[src/rtl/tmc_pkg.sv]
package tmc_pkg;
  localparam logic [7:0]  TMC_MODE_OFS   = 8'h00;
  localparam logic [7:0]  TMC_CAP0_OFS   = 8'h04;
  localparam logic [7:0]  TMC_CAP1_OFS   = 8'h08;
  localparam logic [7:0]  TMC_CMP1_OFS   = 8'h0c;
  localparam logic [7:0]  TMC_RUN_OFS    = 8'h10;
  localparam logic [7:0]  TMC_CNT_OFS    = 8'h14;
  localparam int          TMC_SWCAP_BIT  = 6;
  localparam int          TMC_CPM_LSB    = 4;
  localparam int          TMC_CLE_BIT    = 3;
  localparam int          TMC_CLK_LSB    = 0;
  localparam logic [1:0]  TMC_CPM_RST    = 2'h0;
  localparam logic [2:0]  TMC_CLK_RST    = 3'h0;
  localparam logic [15:0] TMC_CMP1_RST   = 16'hffff;
  localparam logic [7:0]  TMC_PRE_RST    = 8'h00;

  typedef enum logic [1:0] {
    TMC_CPM_OFF  = 2'h0,
    TMC_CPM_IN01 = 2'h1,
    TMC_CPM_IN0  = 2'h2,
    TMC_CPM_EXT  = 2'h3
  } tmc_cpm_e;

  typedef enum logic [2:0] {
    TMC_CLK_PIN  = 3'h0,
    TMC_CLK_D1   = 3'h1,
    TMC_CLK_D4   = 3'h2,
    TMC_CLK_D16  = 3'h3,
    TMC_CLK_D32  = 3'h4,
    TMC_CLK_D64  = 3'h5,
    TMC_CLK_D128 = 3'h6,
    TMC_CLK_D256 = 3'h7
  } tmc_clk_e;
endpackage

[src/rtl/tmc_timer.sv]
// Chosen here: the APB register port and the register addresses.
`timescale 1ns/100ps
`default_nettype none
// Functional notes
// Writing zero to sw_capture_trigger loads capture_reg_0
// Edge select 00 disables hardware captures
// Select 01: input0 rise, input1 rise
// Select 10: input0 rise and fall
// Select 11: other channel match output edges
// Software never programs 11 on channels 7-9
// match1_clear_enable clears counter on compare match
// source_clock_select picks pin or prescaler tap
// Software stops channel before changing mode
module tmc_timer
  import tmc_pkg::*;
#(
  parameter int CHANNEL_ID = 0
) (
  input  wire logic        pclk,
  input  wire logic        presetn,
  input  wire logic        psel,
  input  wire logic        penable,
  input  wire logic        pwrite,
  input  wire logic [7:0]  paddr,
  input  wire logic [31:0] pwdata,
  output logic      [31:0] prdata,
  output logic             pready,
  output logic             pslverr,
  input  wire logic        ext_input_0,
  input  wire logic        ext_input_1,
  input  wire logic        other_match_output,
  output logic             channel_match_output
);

  typedef struct packed {
    logic [2:0]  in0_sync;
    logic [2:0]  in1_sync;
    logic [2:0]  oth_sync;
    logic [1:0]  cpm;
    logic        cle;
    logic [2:0]  clk_sel;
    logic        run;
    logic [7:0]  pre;
    logic [15:0] cnt;
    logic [15:0] cap0;
    logic [15:0] cap1;
    logic [15:0] cmp1;
    logic        match_out;
    logic [31:0] rdata;
    logic        ready;
    logic        err;
  } tmc_state_s;

  tmc_state_s st_reg;
  tmc_state_s st_next;

  logic       wr;
  logic       in0_rise;
  logic       in0_fall;
  logic       in1_rise;
  logic       oth_rise;
  logic       oth_fall;
  logic       ext_ok;
  logic       tick;
  logic       match1;
  logic       swcap;
  logic       hw_cap0;
  logic       hw_cap1;
  logic       mapped;
  logic [31:0] rd_val;

  assign prdata               = st_reg.rdata;
  assign pready               = st_reg.ready;
  assign pslverr              = st_reg.err;
  assign channel_match_output = st_reg.match_out;

  assign wr       = psel & penable & st_reg.ready & pwrite;
  assign in0_rise = st_reg.in0_sync[1] & ~st_reg.in0_sync[2];
  assign in0_fall = ~st_reg.in0_sync[1] & st_reg.in0_sync[2];
  assign in1_rise = st_reg.in1_sync[1] & ~st_reg.in1_sync[2];
  assign oth_rise = st_reg.oth_sync[1] & ~st_reg.oth_sync[2];
  assign oth_fall = ~st_reg.oth_sync[1] & st_reg.oth_sync[2];
  // Channels 7 to 9 have no source channel for select 11
  assign ext_ok   = !(CHANNEL_ID inside {7, 8, 9});
  assign match1   = st_reg.run & (st_reg.cnt == st_reg.cmp1);
  assign swcap    = wr & (paddr == TMC_MODE_OFS) & ~pwdata[TMC_SWCAP_BIT];

  // Count clock selection
  always_comb begin
    unique case (tmc_clk_e'(st_reg.clk_sel))
      TMC_CLK_PIN:  tick = in0_rise;
      TMC_CLK_D1:   tick = 1'b1;
      TMC_CLK_D4:   tick = &st_reg.pre[1:0];
      TMC_CLK_D16:  tick = &st_reg.pre[3:0];
      TMC_CLK_D32:  tick = &st_reg.pre[4:0];
      TMC_CLK_D64:  tick = &st_reg.pre[5:0];
      TMC_CLK_D128: tick = &st_reg.pre[6:0];
      TMC_CLK_D256: tick = &st_reg.pre[7:0];
    endcase
  end

  // Hardware capture triggers
  always_comb begin
    unique case (tmc_cpm_e'(st_reg.cpm))
      TMC_CPM_OFF: begin
        hw_cap0 = 1'b0;
        hw_cap1 = 1'b0;
      end
      TMC_CPM_IN01: begin
        hw_cap0 = in0_rise;
        hw_cap1 = in1_rise;
      end
      TMC_CPM_IN0: begin
        hw_cap0 = in0_rise;
        hw_cap1 = in0_fall;
      end
      TMC_CPM_EXT: begin
        hw_cap0 = oth_rise & ext_ok;
        hw_cap1 = oth_fall & ext_ok;
      end
    endcase
  end

  // Read mux
  always_comb begin
    rd_val = 32'h0000_0000;
    mapped = 1'b1;
    unique case (paddr)
      TMC_MODE_OFS: rd_val = {24'h000000, 1'b0, 1'b1, st_reg.cpm, st_reg.cle, st_reg.clk_sel};
      TMC_CAP0_OFS: rd_val = {16'h0000, st_reg.cap0};
      TMC_CAP1_OFS: rd_val = {16'h0000, st_reg.cap1};
      TMC_CMP1_OFS: rd_val = {16'h0000, st_reg.cmp1};
      TMC_RUN_OFS:  rd_val = {31'h00000000, st_reg.run};
      TMC_CNT_OFS:  rd_val = {16'h0000, st_reg.cnt};
      default:      mapped = 1'b0;
    endcase
  end

  always_comb begin
    st_next = st_reg;
    st_next.in0_sync = {st_reg.in0_sync[1:0], ext_input_0};
    st_next.in1_sync = {st_reg.in1_sync[1:0], ext_input_1};
    st_next.oth_sync = {st_reg.oth_sync[1:0], other_match_output};
    // No wait state; pready is registered from the setup phase
    st_next.ready = psel & ~penable & ~st_reg.ready;
    st_next.err   = psel & ~penable & ~st_reg.ready & ~mapped;
    if (psel & ~penable & ~st_reg.ready) begin
      st_next.rdata = rd_val;
    end
    // Counter and prescaler, stop clears both
    if (!st_reg.run) begin
      st_next.pre = TMC_PRE_RST;
      st_next.cnt = 16'h0000;
    end else begin
      st_next.pre = st_reg.pre + 8'h01;
      if (tick) begin
        if (st_reg.cle && match1) begin
          st_next.cnt = 16'h0000;
        end else begin
          st_next.cnt = st_reg.cnt + 16'h0001;
        end
      end
    end
    if (match1 && tick) begin
      st_next.match_out = ~st_reg.match_out;
    end
    if (swcap || hw_cap0) begin
      st_next.cap0 = st_reg.cnt;
    end
    if (hw_cap1) begin
      st_next.cap1 = st_reg.cnt;
    end
    // Register writes; mode changes while running are the software's concern
    if (wr) begin
      unique case (paddr)
        TMC_MODE_OFS: begin
          st_next.cpm     = pwdata[TMC_CPM_LSB +: 2];
          st_next.cle     = pwdata[TMC_CLE_BIT];
          st_next.clk_sel = pwdata[TMC_CLK_LSB +: 3];
        end
        TMC_CMP1_OFS: st_next.cmp1 = pwdata[15:0];
        TMC_RUN_OFS:  st_next.run  = pwdata[0];
        default: ;
      endcase
    end
  end

  always_ff @(posedge pclk or negedge presetn) begin
    if (!presetn) begin
      st_reg         <= '0;
      st_reg.cpm     <= TMC_CPM_RST;
      st_reg.clk_sel <= TMC_CLK_RST;
      st_reg.cmp1    <= TMC_CMP1_RST;
    end else begin
      st_reg <= st_next;
    end
  end
endmodule // tmc_timer
`default_nettype wire

[config.mk]
export PLATFORM = sky130hd
export DESIGN_NAME = tmc_timer
export DESIGN_NICKNAME = d
export VERILOG_FILES = /design/src/rtl/tmc_pkg.sv /design/src/rtl/tmc_timer.sv
export SDC_FILE = /design/constraint.sdc
export NUM_CORES = 1
export LEC_CHECK = 0
export BUFFER_PORTS_ARGS = -buffer_cell sky130_fd_sc_hd__buf_4
export CORE_MARGIN = 5
export CORE_UTILIZATION = 45
export CTS_CLUSTER_DIAMETER = 50
export DETAILED_ROUTE_END_ITERATION = 8
export PLACE_DENSITY = 0.65
export SLEW_MARGIN = 10
export SYNTH_ARGS = -nofsm -noshare
export SYNTH_HDL_FRONTEND = slang
export SYNTH_SLANG_ARGS = --single-unit
[constraint.sdc]
create_clock -name pclk -period 5.5 [get_ports pclk]
set_clock_uncertainty 0.1 [all_clocks]
set_input_delay 0.275 -clock pclk [delete_from_list [all_inputs] [get_ports pclk]]
set_output_delay 0.275 -clock pclk [all_outputs]
set_load 0.05 [all_outputs]
==> impl_metrics.json <==
{
  "die_x_um": 120.4,
  "synth_mux_area_share_pct": 14.33,
  "die_height_um": 120.4,
  "ff2ff_setup_slack_ns": 2.79,
  "switching_power_uw": 355.5,
  "routed_via_density": 5.660,
  "postLayoutSetupSlackWorst_ns": 2.650,
  "initial_core_util_pct": 45.84,
  "seq_area_frac_synth_pct": 49.20,
  "rr_startpoint": "st_reg[99]$_DFF_PN0_",
  "ctsHoldBuffers": 4,
  "min_path_type": "input port to register",
  "fp-row-count": 40,
  "clk_latency_ns": 0.35,
  "rr_worst_depth": 7,
  "dp.cells": 648,
  "first_iter_violations": 376,
  "cpLargestDelayFamily": "simple AND/OR/NAND/NOR gates",
  "whs_path_depth": 3,
  "drive_above_1_share_pct": 27.64,
  "p_int_mw": 1.202,
  "relSlewSlack_pct": 34.70,
  "combPwrFrac_pct": 6.5,
  "synthAdderAreaFrac_pct": 1.597,
  "synth_top_family_by_area": "multiplexers",
  "cp.arrival_ns": 3.02,
  "synth.cell_area_um2": 5483,
  "layout_worst_path_cycle_share_pct": 51.82,
  "tritoncts": "done",
  "drc": 0,
  "postRouteAntennaNets": 0,
  "syn_avg_cell_area_um2": 11.08,
  "worstMarginPinSlew_ns": 0.9795,
  "cellPowerDensity_nw_per_um2": 256.4,
  "path_clk_slew_ns": 0.07,
  "largest_reg_flops": 82,
  "overflow": 0,
  "pwr-share-clk_pct": 42.5,
  "p_leak_nw": 2.841,
  "instances_no_fill": 668,
  "grt_pass1_vias": 3828,
  "final_nets": 571,
  "antenna_cells": 0,
  "io_buffers": 50,
  "vias": 3781,
  "grt_pass1_wl_um": 19890,
  "seqPwrFrac_pct": 51.0,
  "synth_compound_area_share_pct": 11.84,
  "worstSetupStartpointType": "input port",
  "placed_area_um2": 5723,
  "setup_viol": 0,
  "dp_worst_setup_slack_ns": 2.287,
  "hold_path_startpoint": "pwdata[10]",
  "fmaxAchievable_mhz": 350.9,
  "numCtsBuffers": 9,
  "synth_cells": 495,
  "r2r-end": "st_reg[86]$_DFFE_PN0P_",
  "antenna_found_initial": 0,
  "crit_buf_inv": 1,
  "synth_warnings": 0,
  "grt_use_total_pct": 17.35,
  "final_area_um2": 6076,
  "cts_htree_levels": 3,
  "synth-xor-area-share_pct": 3.035,
  "first_pass_iters": 8,
  "grt_max_degree": 78,
  "drv_cap": 0,
  "worstSetupPathType": "input port to register",
  "post_cts_buffers": 0,
  "cp_max_fo": 18,
  "dieArea_um2": 14490,
  "ys_async_sr_fraction_pct": 100.0,
  "synth-simple-area-share_pct": 11.64,
  "post_cts_resized": 0,
  "ys_types": 56,
  "synth_enable_flop_cells": 0,
  "crit_chain": "buf_4 -> or4_4 -> nor3_4 -> and3_1 -> and2b_1 -> mux2_1",
  "wl_per_cell_um": 18.04,
  "totalPowerFinal_mw": 1.558,
  "place.gp.congestion": 0.7807,
  "io_pins": 83,
  "min_to": "st_reg[45]$_DFFE_PN1P_",
  "core_area_um2": 11960,
  "setup-tns-final_ns": 0,
  "cts_root_buf": "clkbuf_16",
  "synth-seq-cells": 107,
  "crit_start": "paddr[7]",
  "ir_worst_vdd_mv": 0.1362,
  "hold_viol": 0,
  "dp_hpwl_um": 8353,
  "area_growth_pct": 10.82,
  "routed_wl_um": 12050,
  "cp_slowest_cell": "and2b_1",
  "run_status": "completed",
  "grt_setup_unrepaired": "no",
  "clockBufferDepth": 2,
  "cts.sinks": 107,
  "endpoint_kind": "register",
  "crit_path_max_incr_delay_ns": 0.72,
  "period_needed_ns": 2.850,
  "synth_flop_cell": "dfrtp_1",
  "maxSlewViolCount": 0,
  "cp_data_required_time_ns": 5.67,
  "p_sw_share_pct": 22.82
}
[placed cells by master (no fill, tap or decap), types with 5 or more instances in the layout]
master	synthesis	layout
xnor2_1	9	9
inv_1	15	15
mux2_4	12	12
and3_1	7	7
nand4_1	5	5
xor2_1	10	10
buf_4	35	53
nand3_1	14	14
nor2_1	26	26
mux2_2	36	36
nand2_1	41	41
a22oi_1	15	15
nor3_1	7	7
a21oi_1	5	5
dfrtp_1	91	91
clkbuf_16	0	9
dfstp_2	16	16
mux2_1	6	6
a22o_1	16	16
o21ai_0	36	36
conb_1	1	16
ha_1	7	7
mux4_2	5	5
[how the worst max path moves through the flow]
stage | endpoint | slack [ns] | depth (start not counted)
after floorplan | st_reg[95]$_DFFE_PN0P_ | 3.34 | 7
after global placement | st_reg[39]$_DFFE_PN1P_ | 2.32 | 6
after detailed placement | st_reg[48]$_DFFE_PN1P_ | 2.29 | 6
after CTS | st_reg[41]$_DFFE_PN1P_ | 2.63 | 6
after global routing | st_reg[35]$_DFFE_PN1P_ | 2.52 | 6
final | st_reg[50]$_DFFE_PN1P_ | 2.65 | 6
[final cells by class]
type	count	area, µm²
well taps	147	183.9
multi-input cells	326	2387
clock buffers	11	252.7
fillers	1106	5886
flip-flops and latches	107	2698
repair buffers	57	437.9
clock inverters	5	60.06
inverters	15	56.30
[Yosys cell counts (5+ instances only)]
master    count  area share (%)
dfstp_2      16             7.7
buf_4        35             4.8
nor3_1        7            0.64
o21ai_0      36             3.3
dfrtp_1      91              42
xor2_1       10             1.6
a22o_1       16             2.6
nor2_1       26             1.8
a22oi_1      15             2.1
buf_2         7            0.64
xnor2_1       9             1.4
mux4_2        5             2.1
ha_1          7             1.6
clkbuf_1     13            0.89
inv_1        15             1.0
mux2_2       36             7.4
and3_1        7            0.80
mux2_4       12             3.3
mux2_1        6             1.2
nand2_1      41             2.8
nand3_1      14             1.3
a21oi_1       5            0.46
nand4_1       5            0.57
[through the flow]
stage                     utilization (%)  hold WS, ns
after floorplan                         -      -0.1206
after global placement              47.85       0.1224
after detailed placement            47.85       0.1276
after CTS                           50.80      0.04060
after global routing                50.80      0.04327
final                               50.80      0.04509
[per-layer routing]
| metal | up-vias | routed length, µm | global-route usage, % | part of all wire (%) |
|---|---|---|---|---|
| li1 | 1746 | - | - | - |
| met1 | 1873 | 5473 | 23.71 | 45 |
| met2 | 140 | 5509 | 27.14 | 46 |
| met3 | 22 | 775 | 3.976 | 6.4 |
| met4 | 0 | 295 | 6.303 | 2.4 |
| met5 | - | 0 | 0 | 0 |
[tightest hold or removal path, delay by kind of cell]
kind | cells | cell delay [ns]
AOI/OAI and AO/OA | 1 | 0.06
buffers and inverters | 1 | 0.08
and+or+nand+nor | 1 | 0.04
[logic make-up after synthesis]
kind of cell,count (synthesis)
AND/OR/NAND/NOR,128
AO/OA/AOI/OAI,95
flip-flops,107
buffers and inverters,77
multiplexers,61
XOR/XNOR,19
adder cells (fa/ha/maj),7
other,1
[power groups by stage]
stage                     sequential, mW  combinational [mW]  clock, mW
final                              0.795               0.101      0.662
after global routing               0.795               0.110      0.711
after CTS                          0.795               0.102      0.676
after detailed placement           0.810              0.0995          0
after global placement             0.810              0.0982          0
after floorplan                    0.812              0.0618          0
(Power assumes the default switching activity.)
